===== src/dir_pkg.sv =====
package dir_pkg;
    localparam int ID_WIDTH = 96;
    localparam int FUSE_WIDTH = 32;
    // fixed end markers of the identifier
    localparam logic [1:0] ID_LSB_MARK = 2'h1;
    localparam logic [1:0] ID_MSB_MARK = 2'h2;
    localparam int ID_MSB_POS = 94;
    // test port instruction width and private codes
    localparam int IR_WIDTH = 6;
    localparam logic [5:0] IR_IDENTIFIER_READ = 6'h32;
    localparam logic [5:0] IR_USER_FUSE_READ = 6'h33;
    localparam logic [5:0] IR_BYPASS = 6'h3f;
    typedef enum logic [1:0] {
        DIR_OP_HOLD,
        DIR_OP_LOAD,
        DIR_OP_SHIFT
    } dir_op_type;
endpackage


===== src/dir_link_if.sv =====
`timescale 1ns/1ps
interface dir_link_if;
    logic read_load;
    logic shift_en;
    logic serial_in;
    logic serial_out;
    modport device (input read_load, input shift_en, input serial_in, output serial_out);
    modport fabric (output read_load, output shift_en, output serial_in, input serial_out);
endinterface


===== src/dir_identifier_access_port.sv =====
`timescale 1ns/1ps
module dir_identifier_access_port #(
    parameter logic [91:0] ID_BODY = 92'h0123456789abcdef0123456,
    parameter logic [dir_pkg::FUSE_WIDTH-1:0] USER_FUSE = 32'h00000000
) (
    input wire logic clk_i,
    input wire logic reset_i,
    dir_link_if.device link,
    input wire logic tck_i,
    input wire logic tms_i,
    input wire logic tdi_i,
    output logic tdo_o
);
    import dir_pkg::*;
    typedef enum logic [3:0] {
        TST_RESET, TST_IDLE, TST_SEL_DR, TST_CAP_DR, TST_SHIFT_DR, TST_EXIT1_DR, TST_PAUSE_DR,
        TST_EXIT2_DR, TST_UPD_DR, TST_SEL_IR, TST_CAP_IR, TST_SHIFT_IR, TST_EXIT1_IR,
        TST_PAUSE_IR, TST_EXIT2_IR, TST_UPD_IR
    } dir_tap_type;

    // identifier with fixed ends
    logic [ID_WIDTH-1:0] identifier;
    assign identifier = {ID_MSB_MARK, ID_BODY, ID_LSB_MARK};

    // fabric path
    dir_shift_reg #(.WIDTH(ID_WIDTH)) u_fabric (
        .clk_i(clk_i),
        .reset_i(reset_i),
        .load_i(link.read_load),
        .shift_i(link.shift_en),
        .serial_i(link.serial_in),
        .load_value_i(identifier),
        .serial_o(link.serial_out)
    );

    // test port pins synchronised into clk_i
    logic [2:0] pin_meta_reg, pin_sync_reg, tck_last_reg;
    logic tck_rise, tck_fall;
    always_ff @(posedge clk_i or posedge reset_i) begin
        if (reset_i) begin
            pin_meta_reg <= 3'h0;
            pin_sync_reg <= 3'h0;
            tck_last_reg <= 3'h0;
        end else begin
            pin_meta_reg <= {tck_i, tms_i, tdi_i};
            pin_sync_reg <= pin_meta_reg;
            tck_last_reg <= pin_sync_reg;
        end
    end
    assign tck_rise = pin_sync_reg[2] & ~tck_last_reg[2];
    assign tck_fall = ~pin_sync_reg[2] & tck_last_reg[2];

    dir_tap_type tap_reg, tap_next;
    logic [IR_WIDTH-1:0] ir_reg, ir_next, irs_reg, irs_next;
    logic [ID_WIDTH-1:0] dr_reg, dr_next;
    logic tdo_reg, tdo_next;

    // tap controller step
    function automatic dir_tap_type tap_step(dir_tap_type s, logic m);
        unique case (s)
            TST_RESET: tap_step = m ? TST_RESET : TST_IDLE;
            TST_IDLE: tap_step = m ? TST_SEL_DR : TST_IDLE;
            TST_SEL_DR: tap_step = m ? TST_SEL_IR : TST_CAP_DR;
            TST_CAP_DR: tap_step = m ? TST_EXIT1_DR : TST_SHIFT_DR;
            TST_SHIFT_DR: tap_step = m ? TST_EXIT1_DR : TST_SHIFT_DR;
            TST_EXIT1_DR: tap_step = m ? TST_UPD_DR : TST_PAUSE_DR;
            TST_PAUSE_DR: tap_step = m ? TST_EXIT2_DR : TST_PAUSE_DR;
            TST_EXIT2_DR: tap_step = m ? TST_UPD_DR : TST_SHIFT_DR;
            TST_UPD_DR: tap_step = m ? TST_SEL_DR : TST_IDLE;
            TST_SEL_IR: tap_step = m ? TST_RESET : TST_CAP_IR;
            TST_CAP_IR: tap_step = m ? TST_EXIT1_IR : TST_SHIFT_IR;
            TST_SHIFT_IR: tap_step = m ? TST_EXIT1_IR : TST_SHIFT_IR;
            TST_EXIT1_IR: tap_step = m ? TST_UPD_IR : TST_PAUSE_IR;
            TST_PAUSE_IR: tap_step = m ? TST_EXIT2_IR : TST_PAUSE_IR;
            TST_EXIT2_IR: tap_step = m ? TST_UPD_IR : TST_SHIFT_IR;
            TST_UPD_IR: tap_step = m ? TST_SEL_DR : TST_IDLE;
        endcase
    endfunction

    // capture on rising tck, tdo updated on falling tck
    always_comb begin
        tap_next = tap_reg;
        ir_next = ir_reg;
        irs_next = irs_reg;
        dr_next = dr_reg;
        tdo_next = tdo_reg;
        if (tck_rise) begin
            tap_next = tap_step(tap_reg, pin_sync_reg[1]);
            unique case (tap_reg)
                TST_RESET: ir_next = IR_BYPASS;
                TST_CAP_IR: irs_next = {{(IR_WIDTH-1){1'b0}}, 1'b1};
                TST_SHIFT_IR: irs_next = {pin_sync_reg[0], irs_reg[IR_WIDTH-1:1]};
                TST_UPD_IR: ir_next = irs_reg;
                TST_CAP_DR: begin
                    if (ir_reg == IR_IDENTIFIER_READ) begin
                        dr_next = identifier;
                    end else if (ir_reg == IR_USER_FUSE_READ) begin
                        dr_next = {{(ID_WIDTH-FUSE_WIDTH){1'b0}}, USER_FUSE};
                    end else begin
                        dr_next = '0;
                    end
                end
                TST_SHIFT_DR: dr_next = {pin_sync_reg[0], dr_reg[ID_WIDTH-1:1]};
                default: ;
            endcase
        end
        if (tck_fall) begin
            if (tap_reg == TST_SHIFT_DR) begin
                tdo_next = dr_reg[0];
            end else if (tap_reg == TST_SHIFT_IR) begin
                tdo_next = irs_reg[0];
            end
        end
    end

    always_ff @(posedge clk_i or posedge reset_i) begin
        if (reset_i) begin
            tap_reg <= TST_RESET;
            ir_reg <= IR_BYPASS;
            irs_reg <= '0;
            dr_reg <= '0;
            tdo_reg <= 1'b0;
        end else begin
            tap_reg <= tap_next;
            ir_reg <= ir_next;
            irs_reg <= irs_next;
            dr_reg <= dr_next;
            tdo_reg <= tdo_next;
        end
    end
    assign tdo_o = tdo_reg;
endmodule


===== src/dir_shift_reg.sv =====
`timescale 1ns/1ps
module dir_shift_reg #(
    parameter int WIDTH = 96
) (
    input wire logic clk_i,
    input wire logic reset_i,
    input wire logic load_i,
    input wire logic shift_i,
    input wire logic serial_i,
    input wire logic [WIDTH-1:0] load_value_i,
    output logic serial_o
);
    import dir_pkg::*;
    logic [WIDTH-1:0] data_reg;
    logic [WIDTH-1:0] data_next;

    initial begin
        if (WIDTH < 2) $error("width too small");
    end

    // load wins over shift; otherwise hold
    always_comb begin
        data_next = data_reg;
        if (load_i) begin
            data_next = load_value_i;
        end else if (shift_i) begin
            data_next = {serial_i, data_reg[WIDTH-1:1]};
        end
    end

    always_ff @(posedge clk_i or posedge reset_i) begin
        if (reset_i) begin
            data_reg <= '0;
        end else begin
            data_reg <= data_next;
        end
    end

    assign serial_o = data_reg[0];
endmodule


===== src/flat_wrapper.sv =====
// flat-port wrapper written by rule: the top's interface ports become plain ports
module dir_identifier_access_port_flat import dir_pkg::*;
#(
    parameter logic [91:0] ID_BODY = 92'h0123456789abcdef0123456,
    parameter logic [dir_pkg::FUSE_WIDTH-1:0] USER_FUSE = 32'h00000000
)
  (clk_i, reset_i, tck_i, tms_i, tdi_i, tdo_o, link_read_load, link_shift_en, link_serial_in, link_serial_out);
  dir_link_if link_i ();
  input wire logic clk_i;
  input wire logic reset_i;
  input wire logic tck_i;
  input wire logic tms_i;
  input wire logic tdi_i;
  output logic tdo_o;
  input wire logic [$bits(link_i.read_load)-1:0] link_read_load;
  input wire logic [$bits(link_i.shift_en)-1:0] link_shift_en;
  input wire logic [$bits(link_i.serial_in)-1:0] link_serial_in;
  output wire logic [$bits(link_i.serial_out)-1:0] link_serial_out;
  assign link_i.read_load = link_read_load;
  assign link_i.shift_en = link_shift_en;
  assign link_i.serial_in = link_serial_in;
  assign link_serial_out = link_i.serial_out;
  dir_identifier_access_port #(.ID_BODY(ID_BODY), .USER_FUSE(USER_FUSE)) u_core (.clk_i(clk_i), .reset_i(reset_i), .link(link_i), .tck_i(tck_i), .tms_i(tms_i), .tdi_i(tdi_i), .tdo_o(tdo_o));
endmodule

===== config.mk =====
export PLATFORM = sky130hd
export DESIGN_NAME = dir_identifier_access_port_flat
export DESIGN_NICKNAME = d
export VERILOG_FILES = /design/src/dir_pkg.sv /design/src/dir_link_if.sv /design/src/dir_identifier_access_port.sv /design/src/dir_shift_reg.sv /design/src/flat_wrapper.sv
export SDC_FILE = /design/constraint.sdc
export NUM_CORES = 1
export LEC_CHECK = 0
export BUFFER_PORTS_ARGS = -buffer_cell sky130_fd_sc_hd__buf_2
export CAP_MARGIN = 20
export CORE_ASPECT_RATIO = 0.6
export CORE_MARGIN = 4
export CORE_UTILIZATION = 35
export DETAILED_ROUTE_END_ITERATION = 16
export GPL_ROUTABILITY_DRIVEN = 0
export PLACE_DENSITY_LB_ADDON = 0.12
export SYNTH_ARGS = -nofsm -noshare
export SYNTH_HDL_FRONTEND = slang
export SYNTH_HIERARCHICAL = 1
export SYNTH_SLANG_ARGS = --single-unit

===== constraint.sdc =====
create_clock -name clk_i -period 3.6 [get_ports clk_i]
set_input_delay 0.18 -clock clk_i [delete_from_list [all_inputs] [get_ports clk_i]]
set_output_delay 0.18 -clock clk_i [all_outputs]
set_load 0.01 [all_outputs]

==> flow_metrics.py <==
metrics = {
    "status": {
        "status": "complete, no violations",
    },
    "pwr": {
        "max-vdd-ir-drop_mv": 0.270,
        "finalPower_mw": 5.78,
        "total_leakage_power_nw": 4.93,
        "power.density_mw_per_mm2": 545,
    },
    "global_routing": {
        "grtUsageTotal": 0.113,
        "grt_max_degree": 140,
        "grt_pass1_wl_mm": 28.5,
        "grt_overflow": 0,
        "grt_antenna_before_repair": 0,
        "grt_pass1_vias": 5529,
    },
    "placement": {
        "place_area_sq_mm": 0.00984,
        "io_buffer_count": 9,
        "dp_hpwl_mm": 8.71,
    },
    "worst_setup_path": {
        "required_ps": 3960,
        "arrival_ps": 2580,
        "reg2reg_slack_ps": 1380,
        "cp-end-kind": "register",
        "crit_type": "register to register",
        "critPathMaxFanout": 46,
        "cp-start-kind": "register",
        "worst-r2r-cell-count": 6,
    },
    "routing": {
        "met2WireLength_mm": 6.11,
        "dr_total_vias": 5744,
        "wirelength_met1_mm": 9.23,
        "drtIter0Drc": 383,
        "ant_nets": 0,
        "wire_per_inst_um": 12.7,
        "vias_per_cell": 4.49,
        "routed.top_layer": "met4",
        "drc": 0,
        "drt_first_pass_iters": 4,
        "wl_met3_um": 563,
        "wirelength_mm": 16.2,
    },
    "logic_synthesis": {
        "avgSynthCellArea_sq_um": 11.0,
        "yosysUniqueCellTypes": 46,
        "synth_warnings": 6,
        "synth_edf_count": 0,
        "syn_inst": 839,
        "synth_seq_cells": 216,
        "yosys.area.top_type": "dfrtp_1",
        "synth_area_leaders": "dfrtp_1 (57%), mux2i_1 (10%), nand2_1 (6.2%)",
        "synth-main-ff-cell": "dfrtp_1",
        "ys_async_sr_fraction": 1.00,
        "syn_area_sq_mm": 0.00927,
        "synth_top_area_share": 0.567,
        "synth-seq-area-share": 0.584,
    },
    "clock_network": {
        "ctsResizeCount": 0,
        "cts_max_path_buffers": 3,
        "numCtsBuffers": 22,
        "path_clk_slew_ps": 60,
        "cts_max_level": 1,
        "clkSinkCount": 216,
        "cts.root.buffer_cell": "clkbuf_16",
        "cts_setup_buffers": 0,
        "insertion_delay_ps": 500,
        "cts_tree": "yes",
    },
    "sta": {
        "fin_crit_sh": 0.617,
        "rsz0062_at_grt": "no",
        "post-route-min-period_ps": 2220,
        "hold_violations": 0,
        "worst_pin_slew_ps": 971,
        "setup_viol": 0,
        "setup_tns_ps": 0,
        "final-max-slew-violation-count": 0,
        "relSlewSlack": 0.353,
        "fmax_mhz": 450,
        "fin_skew_ps": 12.3,
    },
    "layout": {
        "drive_gt1_frac": 0.0853,
        "final_nets": 920,
        "final_cell_area_sq_mm": 0.0106,
        "nFillCells": 2478,
        "area_growth_pct": 14.4,
        "diodes": 0,
    },
    "floorplan": {
        "ioPinCount": 10,
        "coreArea_sq_mm": 0.0257,
        "dieArea_sq_mm": 0.0292,
        "rows": 45,
        "fp.dieH_um": 134,
        "start_util": 0.361,
        "die_w_um": 218,
    },
    "worst_hold_path": {
        "whs_path_depth": 2,
        "hold_class": "input port to register",
    },
    "run": {
        "max_cap_viol_count": 0,
    },
}
cell usage in the layout, fill, tap and decap left out, types with 2 or more instances in the layout:
master,count
o21ai_0,68
nand4_1,2
dfstp_2,6
inv_1,3
conb_1,96
clkbuf_16,23
o21ai_2,10
buf_4,9
a22o_1,54
dlygate4sd3_1,5
o22a_1,5
nor2_1,2
buf_12,5
nand2_1,152
nand3_1,3
o211ai_1,3
a21oi_1,50
dfrtp_1,210
mux2i_1,97
nor2b_1,3
o21ai_1,73
buf_2,7
clkinv_2,4
nand2b_1,2
clkbuf_1,5
clkbuf_8,5
inv_4,2
per-stage QoR:
step                      setup WS, ps  std cells  hold slack (ps)   util
after floorplan                    244        933              211      -
after global placement            1360       1235              287  0.383
after detailed placement          1350       1235              290  0.383
after CTS                         1340       1278              287  0.413
after global routing              1160       1278              318  0.413
final                             1380       1278              319  0.413
layout make-up:
cell class / count / area, sq um / area share
Tap cell: 352 / 440 / 0.0415
Multi-Input combinational cell: 641 / 3760 / 0.355
Clock inverter: 5 / 50.0 / 0.00472
Inverter: 5 / 23.8 / 0.00224
Sequential cell: 216 / 5410 / 0.510
Clock buffer: 33 / 663 / 0.0625
Timing Repair Buffer: 26 / 253 / 0.0238
report_power, final:
group          switching [mW]  internal, mW
Clock                   0.918          1.34
Combinational           0.500         0.266
Sequential              0.147          2.61
Total                    1.56          4.21
per-layer routing:
| metal | global-route usage | vias up |
|---|---|---|
| li1 | - | 3008 |
| met3 | 0.0222 | 26 |
| met2 | 0.152 | 53 |
| met1 | 0.185 | 2657 |
| met5 | 0 | - |
| met4 | 0.0260 | 0 |
logic make-up after synthesis:
kind of cell | after synthesis | synth area share
other | 2 | 0.000810
AOI/OAI and AO/OA | 274 | 0.181
DFF | 216 | 0.584
buffers and inverters | 76 | 0.0500
and+or+nand+nor | 173 | 0.0780
muxes | 97 | 0.105
xor gates and xnor gates | 1 | 0.000945
worst paths after layout:
kind,from,end
worst max register to register,u_core/tap_reg[1],u_core/dr_reg[15]
worst min register to register,u_core/pin_meta_reg[2],u_core/pin_sync_reg[2]
max in group asynchronous,reset_i,u_core/u_fabric/data_reg[4]
worst min-delay path,tms_i,u_core/pin_meta_reg[1]
worst max-delay path,u_core/tap_reg[1],u_core/dr_reg[15]
min in group asynchronous,reset_i,u_core/pin_meta_reg[0]
cell usage after synthesis (4+ instances only):
| cell | count |
|---|---|
| clkbuf_1 | 29 |
| nand2_1 | 152 |
| inv_1 | 5 |
| o21ai_2 | 10 |
| buf_6 | 6 |
| mux2i_1 | 97 |
| o21ai_0 | 68 |
| o21ai_1 | 73 |
| buf_4 | 8 |
| o22a_1 | 5 |
| buf_2 | 21 |
| buf_12 | 4 |
| a22o_1 | 54 |
| a21oi_1 | 50 |
| dfrtp_1 | 210 |
| dfstp_2 | 6 |
worst max-delay path, cell delays in order, from the launching register on:
cell	delay (ps)
dfrtp_1	550
nor4b_4	360
buf_4	490
nor3_4	80
buf_4	290
a21oi_1	200
o21ai_1	70
timing repair:
action / CTS / global route
hold buffers: 5 / 0
setup endpoints to repair: 0 / 0
endpoints found under the hold margin: 112 / 0
Note: power is estimated with default switching activity, not from simulation.
